[src/pkg/ipc_pkg.sv]
// shared constants and carrier types of the instruction prefetch cache
package ipc_pkg;
    // buffer geometry
    localparam int BUF_BYTES = 128;
    localparam int BUF_WORDS = 32;
    localparam int SLOT_W = 5;
    localparam int HALF_IDX_W = 6;
    localparam int SLOT_LSB = 2;
    localparam int SLOT_MSB = 6;
    localparam int HALF_LSB = 1;
    // prefetch pipeline and look-ahead limits
    localparam logic [1:0] MAX_PEND = 2'h2;
    localparam logic [29:0] AHEAD_LIMIT = 30'h8;
    localparam logic [31:0] WORD_STEP = 32'h4;
    localparam logic [29:0] FWD_REACH_WORDS = 30'h2;
    localparam logic [5:0] HALF_STEP = 6'h1;
    // status word field and reset values
    localparam int SR_M_BIT = 4;
    localparam logic [31:0] RESET_PC = 32'h0000_0000;
    localparam logic RESET_M = 1'b0;

    // request toward the memory access pipeline
    typedef struct packed {
        logic req;
        logic [31:0] addr;
    } ipc_fetch_t;

    // taken branch reported by the execution stage
    typedef struct packed {
        logic taken;
        logic one_half;
        logic delayed;
        logic [31:0] target;
    } ipc_branch_t;

    // decoder view of the current instruction
    typedef struct packed {
        logic ready;
        logic [47:0] halves;
    } ipc_dec_t;
endpackage

[src/core/ipc_inflight.sv]
// two-entry queue of word addresses whose prefetch bus cycle is in flight
`timescale 1ns/10ps
module ipc_inflight
    import ipc_pkg::*;
(
    input wire logic i_mclk,
    input wire logic i_rst_n,
    input wire logic i_push,
    input wire logic [31:0] i_addr,
    input wire logic i_pop,
    output logic [1:0] o_count,
    output logic [31:0] o_head
);
    logic [31:0] q_r [0:1];
    logic wr_ptr_r;
    logic rd_ptr_r;
    logic [1:0] count_r;

    // storage needs no reset, only the pointers define what is live
    always_ff @(posedge i_mclk) begin
        if (i_push) begin
            q_r[wr_ptr_r] <= i_addr;
        end
    end

    // pointers and occupancy; the caller never pushes into a full queue
    always_ff @(posedge i_mclk or negedge i_rst_n) begin
        if (!i_rst_n) begin
            wr_ptr_r <= 1'b0;
            rd_ptr_r <= 1'b0;
            count_r <= 2'h0;
        end else begin
            if (i_push) begin
                wr_ptr_r <= ~wr_ptr_r;
            end
            if (i_pop) begin
                rd_ptr_r <= ~rd_ptr_r;
            end
            count_r <= 2'(count_r + {1'b0, i_push} - {1'b0, i_pop});
        end
    end

    assign o_count = count_r;
    assign o_head = q_r[rd_ptr_r];
endmodule

[src/core/ipc_core.sv]
// instruction prefetch cache: circular word buffer, prefetch control, decode read
`timescale 1ns/10ps

module ipc_core
    import ipc_pkg::*;
(
    input wire logic i_mclk,
    input wire logic i_rst_n,
    output ipc_fetch_t o_fetch,
    input wire logic i_fetch_gnt,
    input wire logic i_fetch_rvalid,
    input wire logic [31:0] i_fetch_rdata,
    input wire logic [31:0] i_pc,
    input wire logic [1:0] i_instr_len,
    input wire ipc_branch_t i_branch,
    input wire logic i_frame_exec,
    input wire logic i_mem_exec,
    input wire logic i_sr_wr,
    input wire logic [31:0] i_sr_wdata,
    output ipc_dec_t o_dec,
    output logic o_cache_mode,
    output logic [31:0] o_look_ahead,
    output logic [31:0] o_look_back
);
    logic [31:0] buf_r [0:BUF_WORDS-1];
    logic [31:0] la_r;
    logic [31:0] lb_r;
    logic [31:0] ret_r;
    logic first_r;
    logic loaded_r;
    logic req_r;
    logic [31:0] addr_r;
    logic [1:0] drop_r;
    logic m_r;
    ipc_dec_t dec_r;

    logic issue;
    logic keep;
    logic [1:0] pend;
    logic [31:0] head;
    logic [31:0] la_nxt;
    logic first_nxt;
    logic [1:0] pend_nxt;
    logic [29:0] ahead;
    logic room;
    logic fetch_ok;
    logic [31:0] addr_nxt;
    logic [31:0] tgt_w;
    logic [29:0] tw;
    logic fwd;
    logic in_cache;
    logic hold;
    logic flush;
    logic [31:0] last_half;
    logic avail_first;
    logic avail_last;
    logic [HALF_IDX_W-1:0] h0;
    logic [HALF_IDX_W-1:0] h1;
    logic [HALF_IDX_W-1:0] h2;

    // addresses of words whose bus cycle is open, oldest first
    ipc_inflight u_inflight (
        .i_mclk(i_mclk),
        .i_rst_n(i_rst_n),
        .i_push(issue),
        .i_addr(addr_r),
        .i_pop(i_fetch_rvalid),
        .o_count(pend),
        .o_head(head)
    );

    // word present between look-back and last returned word
    // both offsets are taken from the look-back word, so the compare stays correct
    // when the window straddles the top of the address space
    // a word that is granted but not yet returned counts as missing here:
    // decode must wait for the data, not only for the bus cycle
    function automatic logic word_avail(input logic [29:0] w, input logic [29:0] lbw,
                                        input logic [29:0] rw, input logic ld);
        logic [29:0] off;
        logic [29:0] span;
        off = 30'(w - lbw);
        span = 30'(rw - lbw);
        word_avail = ld && (off <= span);
    endfunction

    // big-endian half word: even index is the high half of its word
    function automatic logic [15:0] half_at(input logic [HALF_IDX_W-1:0] idx,
                                            input logic [31:0] word);
        half_at = idx[0] ? word[15:0] : word[31:16];
    endfunction

    // issue bookkeeping as it will stand after this edge
    always_comb begin
        issue = req_r & i_fetch_gnt;
        keep = i_fetch_rvalid & (drop_r == 2'h0);
        la_nxt = issue ? addr_r : la_r;
        first_nxt = first_r & ~issue;
        pend_nxt = 2'(pend + {1'b0, issue} - {1'b0, i_fetch_rvalid});
    end

    // look-ahead distance counts pending words too, since la covers them
    always_comb begin
        ahead = 30'(la_nxt[31:2] - i_pc[31:2]);
        room = first_nxt | ahead[29] | (ahead < AHEAD_LIMIT);
        fetch_ok = room & ~i_mem_exec & (pend_nxt < MAX_PEND) & ~flush;
        addr_nxt = first_nxt ? la_nxt : 32'(la_nxt + WORD_STEP);
    end

    // branch target check for one-half-word branches
    // direction is judged against the pc word; a target in the pc word counts as forward
    // the two words past look-ahead are usually fetched while the branch executes,
    // so treating them as present costs at most a few wait cycles
    // a delayed forward one-half-word branch with the mode flag set never flushes; decode
    // then waits until prefetch reaches the target
    always_comb begin
        tgt_w = {i_branch.target[31:2], 2'b00};
        tw = i_branch.target[31:2];
        fwd = tw >= i_pc[31:2];
        // forward reach includes two words past the look-ahead word
        in_cache = fwd ? (tw <= 30'(la_r[31:2] + FWD_REACH_WORDS)) : (tw >= lb_r[31:2]);
        hold = i_branch.one_half & (in_cache | (i_branch.delayed & m_r & fwd));
        flush = i_branch.taken & ~hold;
    end

    // decode-side availability of first and last half word
    always_comb begin
        h0 = i_pc[SLOT_MSB:HALF_LSB];
        h1 = 6'(h0 + HALF_STEP);
        h2 = 6'(h1 + HALF_STEP);
        last_half = 32'(i_pc + {29'h0, i_instr_len - 2'h1, 1'b0});
        avail_first = word_avail(i_pc[31:2], lb_r[31:2], ret_r[31:2], loaded_r);
        avail_last = word_avail(last_half[31:2], lb_r[31:2], ret_r[31:2], loaded_r);
    end

    // fill the slot chosen when the word was issued; one-hot write per slot
    for (genvar s = 0; s < BUF_WORDS; s++) begin : g_slot
        always_ff @(posedge i_mclk) begin
            if (keep && head[SLOT_MSB:SLOT_LSB] == SLOT_W'(s)) begin
                buf_r[s] <= i_fetch_rdata;
            end
        end
    end

    // look-ahead counter and flush restart
    always_ff @(posedge i_mclk or negedge i_rst_n) begin
        if (!i_rst_n) begin
            la_r <= RESET_PC;
            first_r <= 1'b1;
        end else if (flush) begin
            la_r <= tgt_w;
            first_r <= 1'b1;
        end else begin
            la_r <= la_nxt;
            first_r <= first_nxt;
        end
    end

    // look-back counter reloads on a flush, otherwise only moves when its slot is overwritten
    always_ff @(posedge i_mclk or negedge i_rst_n) begin
        if (!i_rst_n) begin
            lb_r <= RESET_PC;
        end else if (flush) begin
            lb_r <= tgt_w;
        end else if (keep && head[SLOT_MSB:SLOT_LSB] == lb_r[SLOT_MSB:SLOT_LSB]
                     && head[31:2] != lb_r[31:2]) begin
            lb_r <= 32'(lb_r + WORD_STEP);
        end
    end

    // highest returned word; stale returns after a flush are discarded
    always_ff @(posedge i_mclk or negedge i_rst_n) begin
        if (!i_rst_n) begin
            ret_r <= RESET_PC;
            loaded_r <= 1'b0;
        end else if (flush) begin
            loaded_r <= 1'b0;
        end else if (keep) begin
            ret_r <= head;
            loaded_r <= 1'b1;
        end
    end

    // words still owed from before a flush; they must not enter the buffer
    // the count includes a grant taken in the flush cycle itself, which is why
    // it is loaded from the bookkeeping after this edge
    always_ff @(posedge i_mclk or negedge i_rst_n) begin
        if (!i_rst_n) begin
            drop_r <= 2'h0;
        end else if (flush) begin
            drop_r <= pend_nxt;
        end else if (i_fetch_rvalid && drop_r != 2'h0) begin
            drop_r <= 2'(drop_r - 2'h1);
        end
    end

    // request toward memory; may be withdrawn before grant if a halt arises
    always_ff @(posedge i_mclk or negedge i_rst_n) begin
        if (!i_rst_n) begin
            req_r <= 1'b0;
            addr_r <= RESET_PC;
        end else if (flush) begin
            // restart at the target at once when the pipeline has a free stage and no memory cycle runs
            req_r <= (pend_nxt < MAX_PEND) & ~i_mem_exec;
            addr_r <= tgt_w;
        end else begin
            req_r <= fetch_ok;
            addr_r <= addr_nxt;
        end
    end

    // cache-mode flag: software write wins over the hardware clear
    always_ff @(posedge i_mclk or negedge i_rst_n) begin
        if (!i_rst_n) begin
            m_r <= RESET_M;
        end else if (i_sr_wr) begin
            m_r <= i_sr_wdata[SR_M_BIT];
        end else if (i_frame_exec || (i_branch.taken && !i_branch.delayed)) begin
            m_r <= 1'b0;
        end
    end

    // decode read is registered; ready low means insert a wait cycle
    // three halves are always read; the decoder ignores those past its length
    // ready is forced low in the flush cycle since the window is being rebuilt
    always_ff @(posedge i_mclk or negedge i_rst_n) begin
        if (!i_rst_n) begin
            dec_r <= '0;
        end else begin
            dec_r.ready <= avail_first & avail_last & ~flush;
            dec_r.halves <= {half_at(h0, buf_r[h0[5:1]]),
                             half_at(h1, buf_r[h1[5:1]]),
                             half_at(h2, buf_r[h2[5:1]])};
        end
    end

    assign o_fetch.req = req_r;
    assign o_fetch.addr = addr_r;
    assign o_dec = dec_r;
    assign o_cache_mode = m_r;
    assign o_look_ahead = la_r;
    assign o_look_back = lb_r;
endmodule

[config.mk]
export PLATFORM = sky130hd
export DESIGN_NAME = ipc_core
export DESIGN_NICKNAME = d
export VERILOG_FILES = /design/src/pkg/ipc_pkg.sv /design/src/core/ipc_inflight.sv /design/src/core/ipc_core.sv
export SDC_FILE = /design/constraint.sdc
export NUM_CORES = 2
export LEC_CHECK = 0
export ABC_AREA = 1
export BUFFER_PORTS_ARGS = -buffer_cell sky130_fd_sc_hd__buf_2
export CAP_MARGIN = 30
export CORE_MARGIN = 2
export CORE_UTILIZATION = 23
export CTS_CLUSTER_SIZE = 40
export DETAILED_ROUTE_END_ITERATION = 10
export SLEW_MARGIN = 20
export SYNTH_ARGS = -nofsm -noshare
export SYNTH_HDL_FRONTEND = slang
export SYNTH_SLANG_ARGS = --single-unit
[constraint.sdc]
create_clock -name i_mclk -period 5.1 [get_ports i_mclk]
set_input_delay 0.255 -clock i_mclk [delete_from_list [all_inputs] [get_ports i_mclk]]
set_output_delay 0.255 -clock i_mclk [all_outputs]
set_load 0.1 [all_outputs]
==> metrics.yaml <==
finish:
  final_cell_area_um2: 95700
  syn_to_final_growth_pct: 16.3
  num-nets-final: 10900
  fillCellCount: 38400
  drive_above_1_share_pct: 8.55
synthesis:
  synthAdderAreaFrac_pct: 4.26
  synth_cells: 10400
  synthFlopType: "edfxtp_1"
  syn-cell-area_um2: 82300
  seq_area_frac_synth_pct: 45.0
  postSynthAreaPerCell_um2: 7.94
  synth_compound_area_share_pct: 19.1
  yosys-mux-area-fraction_pct: 0.486
  synth_top_family_by_area: "simple AND/OR/NAND/NOR gates"
  ys_seq_elements: 1265
  synthSimpleGateAreaFrac_pct: 21.4
  yosys.cell_types.count: 66
  synthXorXnorAreaFrac_pct: 2.29
  synth_edf_count: 1084
  yosys_warnings: 0
  synthArstFlopShare_pct: 14.3
place:
  place_area_um2: 90300
  portBuffers: 250
  dpl.hpwl_um: 216000
  place_congestion: 0.942
pwr:
  power_density_nw_per_um2: 458
  p_leak_nw: 37.2
  p_sw_mw: 19.9
  pwr-share-clk_pct: 24.6
  internal_power_mw: 24.0
  pwr-share-seq_pct: 29.5
  pwr-share-comb_pct: 45.9
  ir_drop_mv: 0.619
  netSwitchingFraction_pct: 45.3
grt:
  antenna_found_initial: 42
  grt_pass1_wl_um: 500000
  grt_usage_pct: 18.4
  grt_pass1_vias: 72400
  gr-total-overflow: 0
  grt_start_max_net_pins: 205
drt:
  via_per_inst: 5.16
  wl_um: 350000
  dr_total_vias: 79100
  wl_per_cell_um: 22.8
  drc: 0
  drtAntennaViolNets: 0
  first_pass_iters: 9
  drt_iter0_markers: 9808
run:
  cap_violations: 0
setup_path:
  crit_fanout: 21
  crit_arrival_ns: 5.39
  cp-end-kind: "flop"
  path_class: "reg2reg"
  critPathSlowestCell: "dfrtp_1"
  crit_path_frequent_cell: "nand2_1"
  worstPathRequired_ns: 5.82
  cp_slowest_stage_delay_ns: 0.50
  start_kind: "flop"
cts:
  cts_tree: "built"
  htreeDepth: 4
  cts_sinks: 1265
  cts_buffer_depth: 4
  clk_latency_ns: 0.85
  cts_inserted_buffers: 148
  clk_pin_slew_ns: 0.06
  cts-root-buf: "clkbuf_16"
sta:
  fin_crit_sh_pct: 91.7
  slew_viol_final: 0
  relSlewSlack_pct: 27.6
  rsz0062_at_grt: "false"
  clock_skew_ns: 0.0930
  tightest_slew_ns: 1.09
  fmax_mhz: 214
  setup_viol: 0
  fin_crit_ns: 4.68
  setup-tns-final_ns: 0
  finalHoldViolations: 0
die:
  rows: 219
  dieHeight_um: 602
  initial_utilization_pct: 23.1
  pin_count: 287
  fp.dieW_um: 602
  dieArea_um2: 363000
  core-area_um2: 356000
hold_path:
  hold_class: "in2reg"
status:
  status: "completed"
## placed cells by master (no fill, tap or decap), types with 59 or more instances in the layout
| master | count |
|---|---|
| clkbuf_16 | 155 |
| nor2_1 | 468 |
| xor2_1 | 167 |
| dfrtp_1 | 180 |
| nor3_1 | 72 |
| o211ai_1 | 440 |
| nand4_1 | 90 |
| o22ai_1 | 74 |
| o21ai_0 | 1468 |
| a21oi_1 | 570 |
| ha_1 | 273 |
| dlygate4sd3_1 | 59 |
| nand2_1 | 2611 |
| buf_12 | 70 |
| buf_4 | 239 |
| nand3_1 | 863 |
| edfxtp_1 | 1084 |
| buf_2 | 244 |
| inv_1 | 829 |
## cells by family after synthesis
family,count (synthesis)
xor gates and xnor gates,213
AOI/OAI and AO/OA,2785
DFF,1265
buffers and inverters,1548
other,1
and+or+nand+nor,4236
adders and majority gates,278
muxes,39
## critical path: cells and delay by family, from the launching register on
kind                       cells  cell delay [ns]
adders and majority gates      1             0.29
AOI/OAI and AO/OA              1             0.23
and+or+nand+nor               19             2.79
xor gates and xnor gates       1             0.18
DFF                            1             0.50
buffers and inverters          3             0.58
## power groups by stage
| stage | logic, mW | registers [mW] | clock network [mW] |
|---|---|---|---|
| after floorplan | 10.8 | 15.4 | 0 |
| after detailed placement | 19.7 | 13.1 | 0 |
| final | 20.1 | 12.9 | 10.8 |
| after global routing | 21.8 | 13.0 | 11.2 |
| after global placement | 19.6 | 13.1 | 0 |
| after CTS | 19.9 | 12.9 | 10.9 |
## area by class of cell
cell class                 instances  area [um2]  share of cell area (%)
multi-input combinational       7553       39600                    41.3
sequential                      1265       37100                    38.7
tap                             4751        5940                    6.21
timing repair buffer             618        5100                    5.33
clock buffer                     182        4020                    4.20
inverter                         851        3250                    3.39
clock inverter                    73         701                   0.732
antenna                           31        77.6                  0.0810
## synthesized netlist by cell type, drive strengths merged (10+ instances only)
cell type	count	share of area, %
a211oi	23	0.21
a21oi	570	3.5
a311oi	18	0.19
a31o	10	0.11
a31oi	39	0.30
buf	298	1.7
clkbuf	399	1.8
dfrtp	180	5.5
edfxtp	1084	40
ha	274	4.2
inv	849	3.9
mux2i	31	0.38
nand2	2624	12
nand3	865	5.3
nand4	90	0.68
nor2	515	2.4
nor3	79	0.52
nor4	34	0.28
o211ai	440	4.0
o21a	21	0.19
o21ai	1493	9.1
o21bai	14	0.13
o221ai	28	0.30
o22ai	74	0.56
o311ai	14	0.15
o31ai	12	0.11
or2	14	0.11
xnor2	41	0.44
xor2	172	1.9
## per-stage QoR
stage	hold WS [ns]	worst slack, ns	utilization, %	instances	total power [mW]
final	0.0663	0.425	26.9	15300	43.8
after floorplan	-0.0406	0.290	-	10400	26.2
after global placement	0.358	-0.307	25.3	15000	32.7
after CTS	0.0188	0.279	26.8	15300	43.6
after detailed placement	0.364	-0.211	25.3	15000	32.8
after global routing	0.0394	0.000779	26.9	15300	46.0
## what timing repair did
| action | CTS | global route |
|---|---|---|
| resized for setup | 0 | 6 |
| hold buffers | 59 | 0 |
| hold endpoints to repair | 1096 | 0 |
| setup buffers | 0 | 0 |
| setup endpoints to repair | 0 | 76 |
## path summary, 6_finish.rpt
kind | start | endpoint | slack [ns] | cells past startpoint
min in group asynchronous | i_rst_n | o_dec[41] | 0.09 | 2
max in group asynchronous | i_rst_n | o_dec[38] | 3.83 | 3
worst max register to register | o_look_ahead[3] | o_look_back[8] | 0.42 | 25
worst max-delay path | o_look_ahead[3] | o_look_back[8] | 0.42 | 25
worst min-delay path | i_branch[7] | o_look_ahead[7] | 0.07 | 3
worst min register to register | ret_r[26] | ret_r[26] | 0.48 | 2
## sequential cells by signal (all words and copies together), names as in the netlist, 30 cells and up
signal and count:
buf_r 1024, u_inflight.q_r 60, o_dec 49, addr_r 32
o_look_ahead 30, o_look_back 30, ret_r 30
## layer usage
layer | global-route usage (%) | up-vias | wire length, um
met5 | 0 | - | 175
met1 | 24.0 | 37400 | 139000
met3 | 2.83 | 1025 | 33800
met4 | 10.2 | 26 | 22400
li1 | - | 36200 | -
met2 | 29.2 | 4393 | 154000
(Power assumes the default switching activity.)
